$ cat src/hdl/ebt_defines.svh
// Offsets, field positions, reset values and divider settings of the timer pair
`ifndef EBT_DEFINES_SVH
`define EBT_DEFINES_SVH

// ==========================================================
// Register map (word offsets within a channel, byte stride between channels, one word each)
`define EBT_ADDR_W        8
`define EBT_CH_STRIDE     8'h10
`define EBT_OFF_CLK_SEL   2'h0
`define EBT_OFF_MODE      2'h1
`define EBT_OFF_COMPARE   2'h2
`define EBT_OFF_COUNTER   2'h3
`define EBT_NUM_CH        2

// ==========================================================
// Field positions
`define EBT_CSEL_LSB      0
`define EBT_CSEL_MSB      2
`define EBT_MODE_ENABLE   7
`define EBT_MODE_PWM      6
`define EBT_MODE_SET      3
`define EBT_MODE_CLR      2
`define EBT_MODE_INV      1
`define EBT_MODE_OE       0
`define EBT_MODE_RD_MASK  8'hc3
`define EBT_MODE_WR_MASK  8'hcf

// ==========================================================
// Reset values
`define EBT_CLK_SEL_RST   8'h00
`define EBT_MODE_RST      8'h04
`define EBT_COMPARE_RST   8'h00

// ==========================================================
// Clock selection codes and divider exponents per channel
`define EBT_CSEL_FALL     3'h0
`define EBT_CSEL_RISE     3'h1
`define EBT_DIV_CH0       {4'hb, 4'h9, 4'h8, 4'h7, 4'h5, 4'h3}
`define EBT_DIV_CH1       {4'hc, 4'ha, 4'h8, 4'h7, 4'h6, 4'h4}
`define EBT_PRESCALE_W    12

// ==========================================================
// Bus responses
`define EBT_RESP_OKAY     2'h0
`define EBT_RESP_SLVERR   2'h2

`endif

$ cat src/hdl/ebt_pkg.sv
// Types shared by the timer pair
package ebt_pkg;
   typedef enum logic [1:0] {
      EBT_FF_KEEP,
      EBT_FF_CLEAR,
      EBT_FF_SET,
      EBT_FF_BAD
   } ebt_ffcmd_t;

   typedef struct packed {
      logic [11:0] cnt;
      logic        tick;
   } ebt_pre_state_t;

   typedef struct packed {
      logic [7:0] count;
      logic       ff;
      logic       pwm_active;
      logic       pin_prev;
      logic       pending;
      logic       irq;
      logic       pin_out;
      logic       pin_oe;
   } ebt_ch_state_t;
endpackage

$ cat src/hdl/ebt_prescaler.sv
// Divider of the system clock giving one count pulse per selected period
`timescale 1ns/1ps
`include "ebt_defines.svh"

module ebt_prescaler
   import ebt_pkg::*;
#(
   parameter logic [23:0] DIV_EXP = `EBT_DIV_CH0
)(
   input  wire logic       aclk,     // System clock
   input  wire logic       aresetn,  // Sync reset, active low
   input  wire logic       run,      // Counting enabled
   input  wire logic [2:0] clk_sel,  // Clock selection code
   output logic            tick      // One-cycle count pulse
);
   ebt_pre_state_t st, next_st;
   logic [11:0]    mask;
   logic [3:0]     exp_sel;

   // ==========================================================
   // Division select
   always_comb begin
      exp_sel = 4'h0;
      mask    = 12'h000;
      if (clk_sel >= 3'h2) begin
         exp_sel = DIV_EXP[4*(clk_sel - 3'h2) +: 4];
         mask    = 12'(({1'b0, 12'hfff} >> (5'd12 - {1'b0, exp_sel})));
      end
   end

   // ==========================================================
   // Divider, cleared while stopped so the first pulse is a full period late at most
   always_comb begin
      next_st = st;
      next_st.tick = 1'b0;
      if (!run) begin
         next_st.cnt = 12'h000;
      end else begin
         next_st.cnt = st.cnt + 12'h001;
         if (clk_sel >= 3'h2 && (st.cnt & mask) == mask) begin
            next_st.tick = 1'b1;
         end
      end
   end

   always_ff @(posedge aclk) begin
      if (!aresetn) begin
         st <= '0;
      end else begin
         st <= next_st;
      end
   end

   assign tick = st.tick;
endmodule // ebt_prescaler

$ cat src/hdl/ebt_channel.sv
// One 8-bit timer/event counter with compare, output flip-flop and PWM
`timescale 1ns/1ps
`include "ebt_defines.svh"

module ebt_channel
   import ebt_pkg::*;
(
   input  wire logic       aclk,       // System clock
   input  wire logic       aresetn,    // Sync reset, active low
   input  wire logic [2:0] clk_sel,    // Clock selection code
   input  wire logic [7:0] mode,       // Mode control bits
   input  wire logic [7:0] compare,    // Compare value
   input  wire logic       ff_wr,      // Output flip-flop command strobe
   input  wire logic [1:0] ff_cmd,     // {set, clear}
   input  wire logic       rd_hold,    // Counter being read
   input  wire logic       pre_tick,   // Divided clock pulse
   input  wire logic       pin_in,     // Timer pin level
   output logic            pin_out,    // Timer pin drive level
   output logic            pin_oe,     // Timer pin drive enable
   output logic [7:0]      count,      // Up-counter value
   output logic            match_irq   // Match pulse
);
   ebt_ch_state_t st, next_st;
   logic          en;
   logic          pwm;
   logic          inv;
   logic          edge_tick;
   logic          tick;
   logic [7:0]    cnt_inc;

   // ==========================================================
   // Count source
   always_comb begin
      en  = mode[`EBT_MODE_ENABLE];
      pwm = mode[`EBT_MODE_PWM];
      inv = mode[`EBT_MODE_INV];
      edge_tick = 1'b0;
      if (clk_sel == `EBT_CSEL_FALL) begin
         edge_tick = st.pin_prev & ~pin_in;
      end else if (clk_sel == `EBT_CSEL_RISE) begin
         edge_tick = ~st.pin_prev & pin_in;
      end
      tick    = (edge_tick | pre_tick | st.pending) & ~rd_hold;
      cnt_inc = st.count + 8'h01;
   end

   // ==========================================================
   // Counter, compare and output
   always_comb begin
      next_st = st;
      next_st.pin_prev = pin_in;
      next_st.irq      = 1'b0;
      // A pulse during a counter read is deferred, not lost
      if (rd_hold && (edge_tick | pre_tick)) begin
         next_st.pending = 1'b1;
      end else if (tick) begin
         next_st.pending = 1'b0;
      end
      if (!en) begin
         next_st.count      = 8'h00;
         next_st.pending    = 1'b0;
         next_st.pwm_active = 1'b0;
      end else if (tick) begin
         if (pwm) begin
            next_st.count = cnt_inc;
            if (cnt_inc == compare) begin
               next_st.pwm_active = 1'b0;
            end else if (cnt_inc == 8'h00) begin
               next_st.pwm_active = 1'b1;
            end
         end else if (st.count == compare) begin
            next_st.count = 8'h00;
            next_st.irq   = 1'b1;
            if (inv) begin
               next_st.ff = ~st.ff;
            end
         end else begin
            // Wraps past 255 when compare was lowered below the count
            next_st.count = cnt_inc;
         end
      end
      if (ff_wr) begin
         case (ebt_ffcmd_t'(ff_cmd))
            EBT_FF_CLEAR: next_st.ff = 1'b0;
            EBT_FF_SET:   next_st.ff = 1'b1;
            default:      next_st.ff = next_st.ff;
         endcase
      end
      if (pwm) begin
         next_st.pin_out = next_st.pwm_active ^ inv;
      end else begin
         next_st.pin_out = next_st.ff;
      end
      next_st.pin_oe = mode[`EBT_MODE_OE];
   end

   always_ff @(posedge aclk) begin
      if (!aresetn) begin
         st <= '0;
      end else begin
         st <= next_st;
      end
   end

   assign pin_out   = st.pin_out;
   assign pin_oe    = st.pin_oe;
   assign count     = st.count;
   assign match_irq = st.irq;
endmodule // ebt_channel

$ cat src/hdl/ebt_timer_pair.sv
// Two 8-bit timer/event counters behind an AXI4-Lite register slave
`timescale 1ns/1ps
`include "ebt_defines.svh"

// Contract
// - Outside PWM, a count equal to compare clears the counter and pulses match.
// - Interval mode repeats match at constant period; clearing enable halts counting.
// - Count clock comes from the low three bits of clock selection.
// - Codes 0 and 1 pick pin falling/rising edge; others divide system clock.
// - Setting enable starts counting selected pulses in the configured mode.
// - Clearing enable zeroes the counter and stops counting and prescaler.
// - Event mode increments once per selected pin edge.
// - With inversion and output on, flip-flop toggles each match for 50% duty.
// - Set/clear bits: 00 keep, 01 force low, 10 force high; 11 not written.
// - Set and clear bits always read back as zero.
// - Mode bit 6 selects free-running PWM instead of clear-on-match.
// - PWM output stays inactive after start until the first overflow.
// - PWM overflow drives active, compare match returns inactive, repeating.
// - PWM active polarity comes from mode bit 1.
// - Bit 1 means inversion enable normally, active-low in PWM mode.
// - Stopping in PWM mode drives the inactive level at once.
// - Mode bit 0 gates the output onto the pin; clear leaves port mode.
// - First match after start may slip by up to one count clock.
// - Compare lowered below count: counter wraps through zero before matching.
// - Reading the counter briefly holds off the count clock.
module ebt_timer_pair
   import ebt_pkg::*;
(
   input  wire logic                    aclk,             // System clock
   input  wire logic                    aresetn,          // Sync reset, active low
   input  wire logic [`EBT_ADDR_W-1:0]  s_axi_awaddr,     // Write address
   input  wire logic [2:0]              s_axi_awprot,     // Write protection, unused
   input  wire logic                    s_axi_awvalid,    // Write address valid
   output logic                         s_axi_awready,    // Write address ready
   input  wire logic [31:0]             s_axi_wdata,      // Write data
   input  wire logic [3:0]              s_axi_wstrb,      // Write byte strobes
   input  wire logic                    s_axi_wvalid,     // Write data valid
   output logic                         s_axi_wready,     // Write data ready
   output logic [1:0]                   s_axi_bresp,      // Write response
   output logic                         s_axi_bvalid,     // Write response valid
   input  wire logic                    s_axi_bready,     // Write response ready
   input  wire logic [`EBT_ADDR_W-1:0]  s_axi_araddr,     // Read address
   input  wire logic [2:0]              s_axi_arprot,     // Read protection, unused
   input  wire logic                    s_axi_arvalid,    // Read address valid
   output logic                         s_axi_arready,    // Read address ready
   output logic [31:0]                  s_axi_rdata,      // Read data
   output logic [1:0]                   s_axi_rresp,      // Read response
   output logic                         s_axi_rvalid,     // Read data valid
   input  wire logic                    s_axi_rready,     // Read data ready
   input  wire logic [1:0]              timer_io_pin_in,  // Timer pin levels
   output logic [1:0]                   timer_io_pin_out, // Timer pin drive levels
   output logic [1:0]                   timer_io_pin_oe,  // Timer pin drive enables
   output logic [1:0]                   match_irq         // Match pulses
);

   // ==========================================================
   // State
   typedef struct packed {
      logic                   awready;
      logic                   wready;
      logic                   bvalid;
      logic [1:0]             bresp;
      logic                   arready;
      logic                   rvalid;
      logic [31:0]            rdata;
      logic [1:0]             rresp;
      logic                   aw_full;
      logic [`EBT_ADDR_W-1:0] awaddr;
      logic                   w_full;
      logic [7:0]             wdata;
      logic                   wbyte0;
      logic [1:0][7:0]        clk_sel;
      logic [1:0][7:0]        mode;
      logic [1:0][7:0]        compare;
      logic [1:0]             ff_wr;
      logic [1:0][1:0]        ff_cmd;
   } ebt_top_state_t;

   ebt_top_state_t  st, next_st;
   logic [1:0][7:0] count;
   logic [1:0]      pre_tick;
   logic [1:0]      rd_hold;
   logic            ar_take;
   logic            wr_go;

   // ==========================================================
   // Address decode
   function automatic logic reg_mapped(input logic [`EBT_ADDR_W-1:0] a);
      reg_mapped = (a < (`EBT_CH_STRIDE * `EBT_NUM_CH)) && (a[1:0] == 2'h0);
   endfunction

   function automatic logic reg_chan(input logic [`EBT_ADDR_W-1:0] a);
      reg_chan = a[4];
   endfunction

   function automatic logic [1:0] reg_off(input logic [`EBT_ADDR_W-1:0] a);
      reg_off = a[3:2];
   endfunction

   // ==========================================================
   // Bus slave and registers
   always_comb begin
      next_st = st;
      next_st.ff_wr = 2'b00;
      ar_take = s_axi_arvalid & st.arready;
      wr_go   = st.aw_full & st.w_full & ~st.bvalid;
      rd_hold = 2'b00;

      // Write address and data are taken in either order
      if (s_axi_awvalid && st.awready) begin
         next_st.aw_full = 1'b1;
         next_st.awaddr  = s_axi_awaddr;
         next_st.awready = 1'b0;
      end
      if (s_axi_wvalid && st.wready) begin
         next_st.w_full = 1'b1;
         next_st.wdata  = s_axi_wdata[7:0];
         next_st.wbyte0 = s_axi_wstrb[0];
         next_st.wready = 1'b0;
      end

      if (wr_go) begin
         next_st.aw_full = 1'b0;
         next_st.w_full  = 1'b0;
         next_st.bvalid  = 1'b1;
         next_st.bresp   = `EBT_RESP_OKAY;
         if (!reg_mapped(st.awaddr)) begin
            next_st.bresp = `EBT_RESP_SLVERR;
         end else if (st.wbyte0) begin
            case (reg_off(st.awaddr))
               `EBT_OFF_CLK_SEL: begin
                  next_st.clk_sel[reg_chan(st.awaddr)] = {5'h00, st.wdata[2:0]};
               end
               `EBT_OFF_MODE: begin
                  next_st.mode[reg_chan(st.awaddr)] = st.wdata & `EBT_MODE_WR_MASK;
                  next_st.ff_wr[reg_chan(st.awaddr)] = 1'b1;
                  next_st.ff_cmd[reg_chan(st.awaddr)] =
                     {st.wdata[`EBT_MODE_SET], st.wdata[`EBT_MODE_CLR]};
               end
               `EBT_OFF_COMPARE: begin
                  // Takes effect at once, also mid-cycle in PWM mode
                  next_st.compare[reg_chan(st.awaddr)] = st.wdata;
               end
               default: begin
                  next_st.bresp = `EBT_RESP_OKAY;
               end
            endcase
         end
      end

      if (st.bvalid && s_axi_bready) begin
         next_st.bvalid  = 1'b0;
         next_st.awready = 1'b1;
         next_st.wready  = 1'b1;
      end

      if (ar_take) begin
         next_st.arready = 1'b0;
         next_st.rvalid  = 1'b1;
         next_st.rresp   = `EBT_RESP_OKAY;
         next_st.rdata   = 32'h0000_0000;
         if (!reg_mapped(s_axi_araddr)) begin
            next_st.rresp = `EBT_RESP_SLVERR;
         end else begin
            case (reg_off(s_axi_araddr))
               `EBT_OFF_CLK_SEL: begin
                  next_st.rdata[7:0] = st.clk_sel[reg_chan(s_axi_araddr)];
               end
               `EBT_OFF_MODE: begin
                  next_st.rdata[7:0] =
                     st.mode[reg_chan(s_axi_araddr)] & `EBT_MODE_RD_MASK;
               end
               `EBT_OFF_COMPARE: begin
                  next_st.rdata[7:0] = st.compare[reg_chan(s_axi_araddr)];
               end
               default: begin
                  next_st.rdata[7:0] = count[reg_chan(s_axi_araddr)];
                  rd_hold[reg_chan(s_axi_araddr)] = 1'b1;
               end
            endcase
         end
      end

      if (st.rvalid && s_axi_rready) begin
         next_st.rvalid  = 1'b0;
         next_st.arready = 1'b1;
      end
   end

   always_ff @(posedge aclk) begin
      if (!aresetn) begin
         st         <= '0;
         st.awready <= 1'b1;
         st.wready  <= 1'b1;
         st.arready <= 1'b1;
         st.clk_sel <= {`EBT_CLK_SEL_RST, `EBT_CLK_SEL_RST};
         st.mode    <= {`EBT_MODE_RST, `EBT_MODE_RST};
         st.compare <= {`EBT_COMPARE_RST, `EBT_COMPARE_RST};
      end else begin
         st <= next_st;
      end
   end

   assign s_axi_awready = st.awready;
   assign s_axi_wready  = st.wready;
   assign s_axi_bvalid  = st.bvalid;
   assign s_axi_bresp   = st.bresp;
   assign s_axi_arready = st.arready;
   assign s_axi_rvalid  = st.rvalid;
   assign s_axi_rdata   = st.rdata;
   assign s_axi_rresp   = st.rresp;

   // ==========================================================
   // Counter channels
   // The two channels differ only in their divider ladders
   generate
      for (genvar ch = 0; ch < `EBT_NUM_CH; ch++) begin : g_ch
         ebt_prescaler #(
            .DIV_EXP (ch == 0 ? `EBT_DIV_CH0 : `EBT_DIV_CH1)
         ) u_pre (
            .aclk    (aclk),
            .aresetn (aresetn),
            .run     (st.mode[ch][`EBT_MODE_ENABLE]),
            .clk_sel (st.clk_sel[ch][2:0]),
            .tick    (pre_tick[ch])
         );

         ebt_channel u_ch (
            .aclk      (aclk),
            .aresetn   (aresetn),
            .clk_sel   (st.clk_sel[ch][2:0]),
            .mode      (st.mode[ch]),
            .compare   (st.compare[ch]),
            .ff_wr     (st.ff_wr[ch]),
            .ff_cmd    (st.ff_cmd[ch]),
            .rd_hold   (rd_hold[ch]),
            .pre_tick  (pre_tick[ch]),
            .pin_in    (timer_io_pin_in[ch]),
            .pin_out   (timer_io_pin_out[ch]),
            .pin_oe    (timer_io_pin_oe[ch]),
            .count     (count[ch]),
            .match_irq (match_irq[ch])
         );
      end
   endgenerate
endmodule // ebt_timer_pair

$ cat config.mk
export PLATFORM = sky130hd
export DESIGN_NAME = ebt_timer_pair
export DESIGN_NICKNAME = d
export VERILOG_FILES = /design/src/hdl/ebt_pkg.sv /design/src/hdl/ebt_prescaler.sv /design/src/hdl/ebt_channel.sv /design/src/hdl/ebt_timer_pair.sv
export VERILOG_INCLUDE_DIRS = /design/src /design/src/hdl
export SDC_FILE = /design/constraint.sdc
export NUM_CORES = 1
export LEC_CHECK = 0
export BUFFER_PORTS_ARGS = -buffer_cell sky130_fd_sc_hd__buf_2
export CORE_MARGIN = 5
export CORE_UTILIZATION = 55
export CTS_CLUSTER_SIZE = 20
export DETAILED_ROUTE_END_ITERATION = 7
export PLACE_DENSITY = 0.89
export SLEW_MARGIN = 10
export SYNTH_ARGS = -nofsm -noshare
export SYNTH_HDL_FRONTEND = slang
export SYNTH_SLANG_ARGS = --single-unit
$ cat constraint.sdc
create_clock -name aclk -period 8.5 [get_ports aclk]
set_input_delay 1.7 -clock aclk [delete_from_list [all_inputs] [get_ports aclk]]
set_output_delay 1.7 -clock aclk [all_outputs]
set_load 0.05 [all_outputs]
==> impl_results.md, run 1 <==
- Root Driver: clkbuf_16
- Final Hold Viols: 0
- Pwr/cell area: 192 mW/mm^2
- First drt pass iteration count: 6
- Sequential cell area: ~0.0025 sq mm
- Synth Register Bits: 126
- Hold Crit Start: st[64]
- DIE HEIGHT: 121 um
- Die area: 0.0146 sq mm
- Total track usage: between 20% and 30%
- First-pass GRT wire length: 26000 um
- Reg2Reg Setup Slack: between 5 and 6 ns
- EDFF count, synth: 0
- CTS tree: done
- WHS Path Cells: 2
- Rows: 40
- Distinct cell type count after synthesis: 75
- Post-DP HPWL: 10900 um
- Hold Worst Slack: roughly 0.46 ns
- Warnings from Yosys: 0
- Status: finished clean
- Antenna Nets Post-Route: 0
- DIE WIDTH: 121 um
- Sequential element share of the synthesized area: 37.3%
- Min-Delay Path Class: register to register
- Most common cell after layout, fill and taps aside: dfxtp_1
- DR WL/cell: around 16 um
- R2R Path Start: st[39]
- Max-slew headroom: 26.1%
- CP max FO: 9
- Via count of the first global-routing pass: 5542
- CP Class: input port to register
- RSZ-0062 raised after global routing: no
- WHS Endpoint: st[64]
- Largest net degree at the start of global routing: 68
- Most frequent cells in the layout: 126 x dfxtp_1, 101 x nand2_1, 84 x nor2_1, 79 x a21oi_1, 54 x buf_2
- Cts repair resizes: 0
- R2R depth: 12
- # setup viols final: 0
- Nets@finish: 925
- Synth async-reset ratio: 0%
- Share of layout cells above drive strength 1: 12.9%
- Mapped Cells: between 800 and 900
- Clk sinks: 126
- Crit Reg-Reg Endpoint: g_ch[0].u_pre.tick
- Effective utilization at floorplan: approximately 56%
- P_leak: roughly 2.8 nW
- Startpoint Class: input port
- CTS Buf Count: 17
- CTS max path bufs: 2
- H-tree levels: 4
- Max Cap Viol: 0
- Initial antenna violation count: 1
- Number of remaining DRC errors: 0
- Fillers: 1008
- Grt ovf: 0
- Post-route minimum period: 3.69 ns
- Post-Syn Area: a little under 0.007 sq mm
- Total Wirelength: 15800 um
- Avg Inst Size Synth: just over 8 sq um
- Worst Skew: ~0.0077 ns
- Via count: 5901
- CP required: 8.79 ns
- Multi-input gate area: ~0.0037 sq mm
- Least-Margin Pin Slew: 1.11 ns
- Post-CTS Hold Fix Bufs: 0
- I/O pin cnt: 114
- Post-CTS Setup Bufs: 0
- Pins Over Slew Limit: 0
- Placer Congestion: 0.872
- Drt initial violations: 542
- Worst-path clk slew: 0.06 ns
- Vias per cell: 5.90
- Tcrit/Tclk final: 43.4%
- Clk Latency, worst-skew pair: about 0.42 ns
- Setup TNS: 0 ns
- Peak supply drop: 148 uV
- CP Capture Type: register
- Area of the core: 0.0120 sq mm
- Worst EP arrival: 3.98 ns
- Port bufs: 54
- Area delta synth->final: 9.45%
- Fmax: 271 MHz
- Ys flop type: dfxtp_1
[worst max path at each step]
stage / to / slack [ns] / from
2_1_floorplan: g_ch[1].u_ch.pin_out / 4.80 / timer_io_pin_in[1]
6_report: g_ch[1].u_ch.pin_out / 4.81 / timer_io_pin_in[1]
3_3_place_gp: g_ch[1].u_ch.pin_out / 4.45 / timer_io_pin_in[1]
4_1_cts: g_ch[1].u_ch.pin_out / 4.83 / timer_io_pin_in[1]
5_1_grt: g_ch[1].u_ch.pin_out / 4.77 / timer_io_pin_in[1]
3_5_place_dp: g_ch[1].u_ch.pin_out / 4.43 / timer_io_pin_in[1]
[per-layer routing]
layer | track usage [%] | up-vias | part of all wire [%]
li1 | - | 2852 | -
met5 | 0 | - | 0
met2 | 36.5 | 248 | 48
met1 | 26.4 | 2741 | 41
met3 | 6.59 | 60 | 6.7
met4 | 11.4 | 0 | 4.1
[area by class of cell]
type | count | share of cell area (%)
Tap cell | 147 | 2.49
Clock inverter | 14 | 2.12
Inverter | 23 | 1.17
Multi-Input combinational cell | 617 | 50.5
Antenna cell | 1 | 0.0339
Clock buffer | 18 | 5.94
Sequential cell | 126 | 34.1
Timing Repair Buffer | 54 | 3.66
[where the power goes]
group	leakage, nW	total, mW	internal, mW	switching, mW
Sequential	1.02	0.609	0.599	0.00974
Clock	0.281	0.727	0.444	0.284
Combinational	1.50	0.0838	0.0192	0.0646
Total	2.80	1.42	1.06	0.358
[Yosys cell counts, drive strengths merged, types with 5 or more instances]
cell type | number | area [sq um]
clkbuf | 32 | 121
a32oi | 5 | 43.8
inv | 23 | 86.3
a211oi | 6 | 50.1
a21oi | 79 | 395
or3 | 11 | 68.8
ha | 19 | 238
buf | 51 | 377
nor4 | 7 | 56.3
nand2b | 8 | 50.1
mux2i | 26 | 260
nor2 | 84 | 315
nand2 | 101 | 379
nor3 | 15 | 75.1
and3 | 5 | 31.3
xor2 | 19 | 166
a22oi | 6 | 45.0
nor2b | 10 | 62.6
nand4 | 16 | 106
xnor2 | 25 | 226
or2 | 5 | 31.3
nand3b | 8 | 60.1
nand3 | 29 | 145
and2 | 10 | 63.8
a31oi | 7 | 43.8
dfxtp | 126 | 2520
mux2 | 7 | 78.8
o21ai | 30 | 150
[kinds of logic after synthesis]
group / count (synthesis) / synth area share (%)
AND/OR/NAND/NOR: 328 / 23.9
flip-flops: 126 / 37.3
adder cells (fa/ha/maj): 19 / 3.52
AO/OA/AOI/OAI: 166 / 15.2
buffers and inverters: 107 / 8.80
other: 1 / 0.0555
multiplexers: 34 / 5.35
XOR/XNOR: 44 / 5.82
[worst max-delay path: stages]
cell and delay (ns):
buf_2 0.11, or3b_1 0.36, a211oi_2 0.40, o31ai_2 0.20, or4_4 0.59, o311ai_4 0.33
xor2_1 0.20, a21oi_1 0.09
[through the flow]
step / cells / util [%] / cell area, sq um / setup WS [ns] / total power [mW]
final: 1000 / 61.5 / 7390 / 4.81 / 1.42
after global routing: 1000 / 61.5 / 7390 / 4.77 / 1.47
after CTS: 999 / 61.5 / 7390 / 4.83 / 1.43
after detailed placement: 967 / 56.6 / 6790 / 4.43 / 0.704
after global placement: 967 / 56.6 / 6790 / 4.45 / 0.703
after floorplan: 850 / - / 6850 / 4.80 / 0.694
[state kept, by name (all words and copies together), names as in the netlist]
name	cells
s_axi_rresp	1
s_axi_rvalid	1
g_ch.u_pre.tick	2
g_ch.u_ch.st	8
g_ch.u_pre.st	24
s_axi_awready	1
g_ch.u_ch.count	16
st	55
g_ch.u_ch.pin_oe	2
s_axi_bresp	1
g_ch.u_ch.pin_out	2
s_axi_arready	1
s_axi_wready	1
g_ch.u_ch.match_irq	2
s_axi_rdata	8
s_axi_bvalid	1
Power figures use the tool's default switching activity.
==> run 2: changes to the inputs <==
--- a/config.mk
+++ b/config.mk
@@ -8,10 +8,10 @@
 export LEC_CHECK = 0
 export BUFFER_PORTS_ARGS = -buffer_cell sky130_fd_sc_hd__buf_2
 export CORE_MARGIN = 5
-export CORE_UTILIZATION = 55
+export CORE_UTILIZATION = 51
 export CTS_CLUSTER_SIZE = 20
 export DETAILED_ROUTE_END_ITERATION = 7
-export PLACE_DENSITY = 0.89
+export PLACE_DENSITY = 0.87
 export SLEW_MARGIN = 10
 export SYNTH_ARGS = -nofsm -noshare
 export SYNTH_HDL_FRONTEND = slang
==> constraint.sdc (replaced) <==
create_clock -name aclk -period 3.06 [get_ports aclk]
set_input_delay 0.612 -clock aclk [delete_from_list [all_inputs] [get_ports aclk]]
set_output_delay 0.612 -clock aclk [all_outputs]
set_load 0.05 [all_outputs]
==> run 2 against run 1 <==
Non-clock buffer count is 19 higher. Utilization is 3.5 points lower. Die area is 7.2% higher. Worst setup slack worse by 4.5 ns. Routed wire length is 3.6% higher. First-iteration DRC count is 9.6% higher. Clock power grew to 3.0 times the previous value. Global-route usage is 1.3 points lower. Critical path type is now register to register. Critical endpoint is now g_ch[1].u_pre.tick.
==> impl_results.md, run 2 (same netlist as run 1, synthesis figures left out) <==
- Grt ovf: 0 (unchanged)
- Worst Skew: 0.00677 ns (-0.000973 ns)
- CTS max path bufs: 2 (unchanged)
- Clk Latency, worst-skew pair: 0.42 ns (about the same)
- Die area: 0.0156 sq mm (+7.2%)
- P_leak: 2.92 nW (+4.1%)
- Effective utilization at floorplan: 51.4% (-4.8 points)
- Placer Congestion: 0.908 (+4.1%)
- Antenna Nets Post-Route: 0 (unchanged)
- CTS Buf Count: 17 (unchanged)
- Tcrit/Tclk final: 90.9%
- Rows: 42 (+5.0%)
- Port bufs: 54 (unchanged)
- DIE WIDTH: 125 um (+3.5%)
- Met2 wire length: 7940 um (+4.6%)
- RSZ-0062 raised after global routing: no
- First-pass GRT wire length: 27100 um (+4.2%)
- Multi-input gate area: 0.00374 sq mm (+0.17%)
- Largest net degree at the start of global routing: 53 (-22%)
- CP max FO: 6 (-3)
- First drt pass iteration count: 5 (-1)
- CP required: 3.42 ns (-5.37 ns)
- Max-slew headroom: 56.1% (+30 points)
- Area delta synth->final: 12.9%
- Final Hold Viols: 0 (unchanged)
- Setup TNS: 0 ns (unchanged)
- Clk sinks: 126 (unchanged)
- Fmax: roughly 360 MHz
- Number of remaining DRC errors: 0 (unchanged)
- Initial antenna violation count: 1 (unchanged)
- Sequential cell area: 0.00252 sq mm (about the same)
- Min-Delay Path Class: input port to register
- CP Capture Type: register
- Slowest CP cell: ha_1
- Status: finished clean
- Fillers: 1119 (+11%)
- Nets@finish: 944 (+2.1%)
- CP Class: register to register
- Total track usage: 20.9% (-1.3 points)
- Area of the core: 0.0131 sq mm (+9.4%)
- Worst EP arrival: 3.14 ns (-0.84 ns)
- Pins Over Slew Limit: 0 (unchanged)
- Crit path cell chain: inv_1 -> ha_1 -> xor2_1 -> nor2_1 -> a211o_2 -> ha_1 -> inv_1 -> ha_1 -> nor2b_1 -> o221ai_1 -> a211oi_1 -> o31a_1
- Max Cap Viol: 0 (unchanged)
- DR top layer: met4
- Hold Worst Slack: 0.396 ns (-0.0612 ns)
- Worst-path clk slew: 0.06 ns (about the same)
- Vias per cell: 5.67 (-4.0%)
- Least-Margin Pin Slew: 0.657 ns (-0.450 ns)
- Peak supply drop: 410 uV (+180%)
- Post-CTS Hold Fix Bufs: 0 (unchanged)
- Via count of the first global-routing pass: 5646 (+1.9%)
- Post-DP HPWL: 11300 um (+3.5%)
- Post-route minimum period: between 2 and 3 ns
- Met3 wire len: 1110 um (+5.8%)
- Via count: 5933 (+0.54%)
- H-tree levels: 4 (unchanged)
- Root Driver: clkbuf_16
- Startpoint Class: register
- Drt initial violations: 594 (+9.6%)
- Most frequent cells in the layout: 125 x dfxtp_1, 101 x nand2_1, 84 x nor2_1, 79 x a21oi_1, 54 x buf_2
- DR WL/cell: 15.6 um (-1.0%)
- Max FFs per register: 55 (unchanged)
- I/O pin cnt: 114 (unchanged)
- Most common cell after layout, fill and taps aside: dfxtp_1
- Total Wirelength: 16400 um (+3.6%)
- Final Power: 4.09 mW (+190%)
- Pwr/cell area: 537 mW/mm^2 (+180%)
- Crit-path most repeated cell: ha_1
- WL met1: 6710 um (+3.3%)
- CTS tree: done
- Biggest register: st
- Crit-path max cell delay: 0.41 ns (-0.18 ns)
- # setup viols final: 0 (unchanged)
- DIE HEIGHT: 125 um (+3.5%)
- Share of layout cells above drive strength 1: 14.6% (+1.7 points)
==> run 2: changes by cell type in the layout (fill, tap and decap cells not counted), sizes merged <==
cell / delta
clkinv: +1
clkbuf: +2
inv: -6
buf: +19
clkinvlp: -1
bufinv: +3
==> run 2: area by class of cell <==
class,count,share of cell area [%]
clock inverters,11,2.51
clock buffers,20,5.73
inverters,23,1.13
flip-flops and latches,126,33.1
diodes,1,0.0328
multi-input cells,617,49.0
repair buffers,73,5.58
well taps,176,2.89
==> run 2: what timing repair did <==
action,4_1_cts,5_1_grt
gates resized for setup,0,3
buffers inserted,0,0
setup endpoints to repair,0,1
==> run 2: power by group <==
group | internal [mW] | leakage, nW | switching (mW) | total, mW
Clock | 1.44 | 0.296 | 0.720 | 2.16
Combinational | 0.0596 | 1.60 | 0.182 | 0.241
Sequential | 1.67 | 1.02 | 0.0271 | 1.69
==> run 2: path summary, 6_finish.rpt <==
path	cells past startpoint	to	start	slack [ns]
worst max-delay path	12	g_ch[1].u_pre.tick	st[48]	0.28
worst min register to register	2	st[69]	st[69]	0.45
worst max register to register	12	g_ch[1].u_pre.tick	st[48]	0.28
worst min-delay path	2	s_axi_wready	s_axi_wvalid	0.40
==> run 2: through the flow <==
stage / util (%) / setup WS (ns) / instances / area (sq um)
floorplan: - / 0.291 / 850 / 6850
global placement: 53.2 / 0.233 / 1015 / 6990
detailed placement: 53.2 / 0.207 / 1015 / 6990
CTS: 58.0 / 0.211 / 1046 / 7610
global route: 58.0 / 0.0617 / 1047 / 7620
finish: 58.0 / 0.279 / 1047 / 7620
==> run 2: metal layers <==
layer  GRT usage (%)  up-vias
met2            34.8      258
met1            26.0     2732
li1                -     2887
met3            4.48       56
met5               0        -
met4            9.69        0
==> run 2: worst max-delay path: cells and delay by family (launching register included) <==
| family | cells | cell delay [ns] |
|---|---|---|
| xor+xnor | 1 | 0.20 |
| compound gates | 4 | 0.91 |
| flops | 1 | 0.38 |
| simple gates | 2 | 0.18 |
| buf+inv | 2 | 0.18 |
| fa+ha+maj | 3 | 0.86 |
==> run 3: changes to the inputs <==
--- a/config.mk
+++ b/config.mk
@@ -7,11 +7,12 @@
 export NUM_CORES = 1
 export LEC_CHECK = 0
 export BUFFER_PORTS_ARGS = -buffer_cell sky130_fd_sc_hd__buf_2
-export CORE_MARGIN = 5
+export CORE_MARGIN = 2
 export CORE_UTILIZATION = 51
 export CTS_CLUSTER_SIZE = 20
 export DETAILED_ROUTE_END_ITERATION = 7
 export PLACE_DENSITY = 0.87
+export SKIP_CTS_REPAIR_TIMING = 1
 export SLEW_MARGIN = 10
 export SYNTH_ARGS = -nofsm -noshare
 export SYNTH_HDL_FRONTEND = slang
==> run 3 against run 2 <==
Flip-flop and latch count did not move. Die area fell by 9.4%. Sequential share of layout area rose by 0.26 points. First-iteration DRC count fell by 15%. Largest cell class unchanged. Routed wire length fell by 3.0%. Final cell count fell by 0.19%. Clock power fell by 4%. Worst setup slack improved by 0.013 ns. Critical endpoint is now g_ch[0].u_pre.tick. Sequential power barely moved. Design area fell by 0.77%.
==> impl_results.md, run 3 (same netlist as run 1, synthesis figures left out) <==
- Crit-path max cell delay: 0.37 ns (-0.04 ns)
- Worst-path clk slew: 0.06 ns (about the same)
- H-tree levels: 4 (unchanged)
- Final worst-path setup slack: 0.292 ns (+0.0134 ns)
- CP max FO: 5 (-1)
- Pre-CTS setup slack: 0.199 ns (-0.00822 ns)
- P_leak: 2.89 nW (-0.99%)
- Clk Latency, worst-skew pair: 0.43 ns (about the same)
- Pwr/cell area: 528 mW/mm^2 (-1.5%)
- Largest net degree at the start of global routing: 68 (+28%)
- Nets@finish: 941 (-0.32%)
- Root Driver: clkbuf_16
- Slowest CP cell: a2111oi_2
- DIE WIDTH: 119 um (-4.8%)
- Min-Delay Path Class: input port to register
- CP required: 3.39 ns (-0.03 ns)
- CP Class: register to register
- Grt ovf: 0 (unchanged)
- DR WL/cell: 15.2 um (-2.8%)
- Pins Over Slew Limit: 0 (unchanged)
- CP Capture Type: register
- First drt pass iteration count: 6 (+1)
- # setup viols final: 0 (unchanged)
- Area of the core: 0.0131 sq mm (-0.40%)
- Seq pwr share: 42.3% (+0.9 points)
- DIE HEIGHT: 119 um (-4.8%)
- Effective utilization at floorplan: 51.6% (+0.21 points)
- Most frequent cells in the layout: 125 x dfxtp_1, 101 x nand2_1, 84 x nor2_1, 79 x a21oi_1, 54 x buf_2
- Psw: 0.972 mW (+4.6%)
- Max-slew headroom: 26.9% (-29 points)
- Fmax: 361 MHz (+0.49%)
- Total Wirelength: 15900 um (-3.0%)
- Startpoint Class: register
- Least-Margin Pin Slew: 1.09 ns (+0.438 ns)
- Initial antenna violation count: 0 (-1)
- Setup TNS: 0 ns (unchanged)
- Clk sinks: 126 (unchanged)
- Antenna Nets Post-Route: 0 (unchanged)
- Area delta synth->final: 12.0%
- Vias per cell: 5.65 (-0.32%)
- Max FFs per register: 55 (unchanged)
- First-pass GRT wire length: 26100 um (-4.0%)
- Total track usage: 22.9% (+2.0 points)
- Number of remaining DRC errors: 0 (unchanged)
- Final Hold Viols: 0 (unchanged)
- Drt initial violations: 503 (-15%)
- Power share of the combinational group: 6.0% (about the same)
- Share of layout cells above drive strength 1: 14.6% (+0.034 points)
- Post-route minimum period: 2.77 ns (-0.0134 ns)
- Biggest register: st
- Status: finished clean
- Crit path cell chain: inv_1 -> ha_1 -> inv_1 -> nor3_1 -> a31oi_1 -> or2_2 -> ha_1 -> a211oi_1 -> o21ai_0 -> a2111oi_2 -> nor3_1 -> nor4_1
- Rows: 42 (unchanged)
- Worst EP arrival: 3.10 ns (-0.04 ns)
- Peak supply drop: 385 uV (-6.0%)
- Placer Congestion: 0.919 (+1.3%)
- I/O pin cnt: 114 (unchanged)
- Via count: 5903 (-0.51%)
- CTS max path bufs: 2 (unchanged)
- Worst Skew: 0.00815 ns (+0.00138 ns)
- Die area: 0.0142 sq mm (-9.4%)
- Port bufs: 54 (unchanged)
- Internal: 3.02 mW (-4.3%)
- Clock power share: 51.7% (-1.0 points)
- Tcrit/Tclk final: 90.4% (-0.44 points)
- Post-DP HPWL: 11000 um (-2.7%)
- Max Cap Viol: 0 (unchanged)
- Sw frac: 24.3% (+1.6 points)
- Most common cell after layout, fill and taps aside: dfxtp_1
- CTS tree: done
- CTS Buf Count: 17 (unchanged)
- Via count of the first global-routing pass: 5456 (-3.4%)
-- run 3: critical path, delay by kind of cell (launching register included) --
family	cells	cell delay, ns
AOI/OAI and AO/OA	4	0.80
adders and majority gates	2	0.59
buffers and inverters	2	0.15
DFF	1	0.35
and+or+nand+nor	4	0.77
-- run 3: per-layer routing --
layer / part of all wire, % / track usage (%)
met5: 0 / 0
met4: 2.8 / 10.3
met3: 6.4 / 5.03
met2: 48 / 37.7
met1: 43 / 28.7
-- run 3: stage by stage --
stage          power, mW  hold WS [ns]  util, %  instances  cell area, sq um
6_report            4.00         0.396     57.8       1045              7560
4_1_cts             4.02         0.385     57.7       1044              7550
3_5_place_dp        1.96         0.446     53.1       1012              6950
5_1_grt             4.11         0.418     57.8       1044              7560
2_1_floorplan       1.93         0.430        -        850              6850
3_3_place_gp        1.96         0.438     53.1       1012              6950
-- run 3: worst paths after layout --
check | start | endpoint | slack (ns) | cells after the start
worst min register to register | st[64] | st[64] | 0.45 | 2
worst max-delay path | st[40] | g_ch[0].u_pre.tick | 0.29 | 12
worst min-delay path | s_axi_wvalid | s_axi_wready | 0.40 | 2
worst max register to register | st[40] | g_ch[0].u_pre.tick | 0.29 | 12
-- run 3: area by class of cell --
cell class / count / area (sq um)
diodes: 1 / 2.50
clock buffers: 19 / 443
clock inverters: 13 / 161
fillers: 1112 / 5520
inverters: 23 / 86.3
multi-input cells: 617 / 3740
flip-flops and latches: 126 / 2520
well taps: 176 / 220
repair buffers: 70 / 390
-- run 3: power groups by stage --
stage	Sequential [mW]	Combinational, mW	Clock (mW)
after CTS	1.69	0.238	2.09
after global routing	1.69	0.257	2.16
after floorplan	1.73	0.198	0
after detailed placement	1.73	0.237	0
final	1.69	0.239	2.07
after global placement	1.73	0.233	0
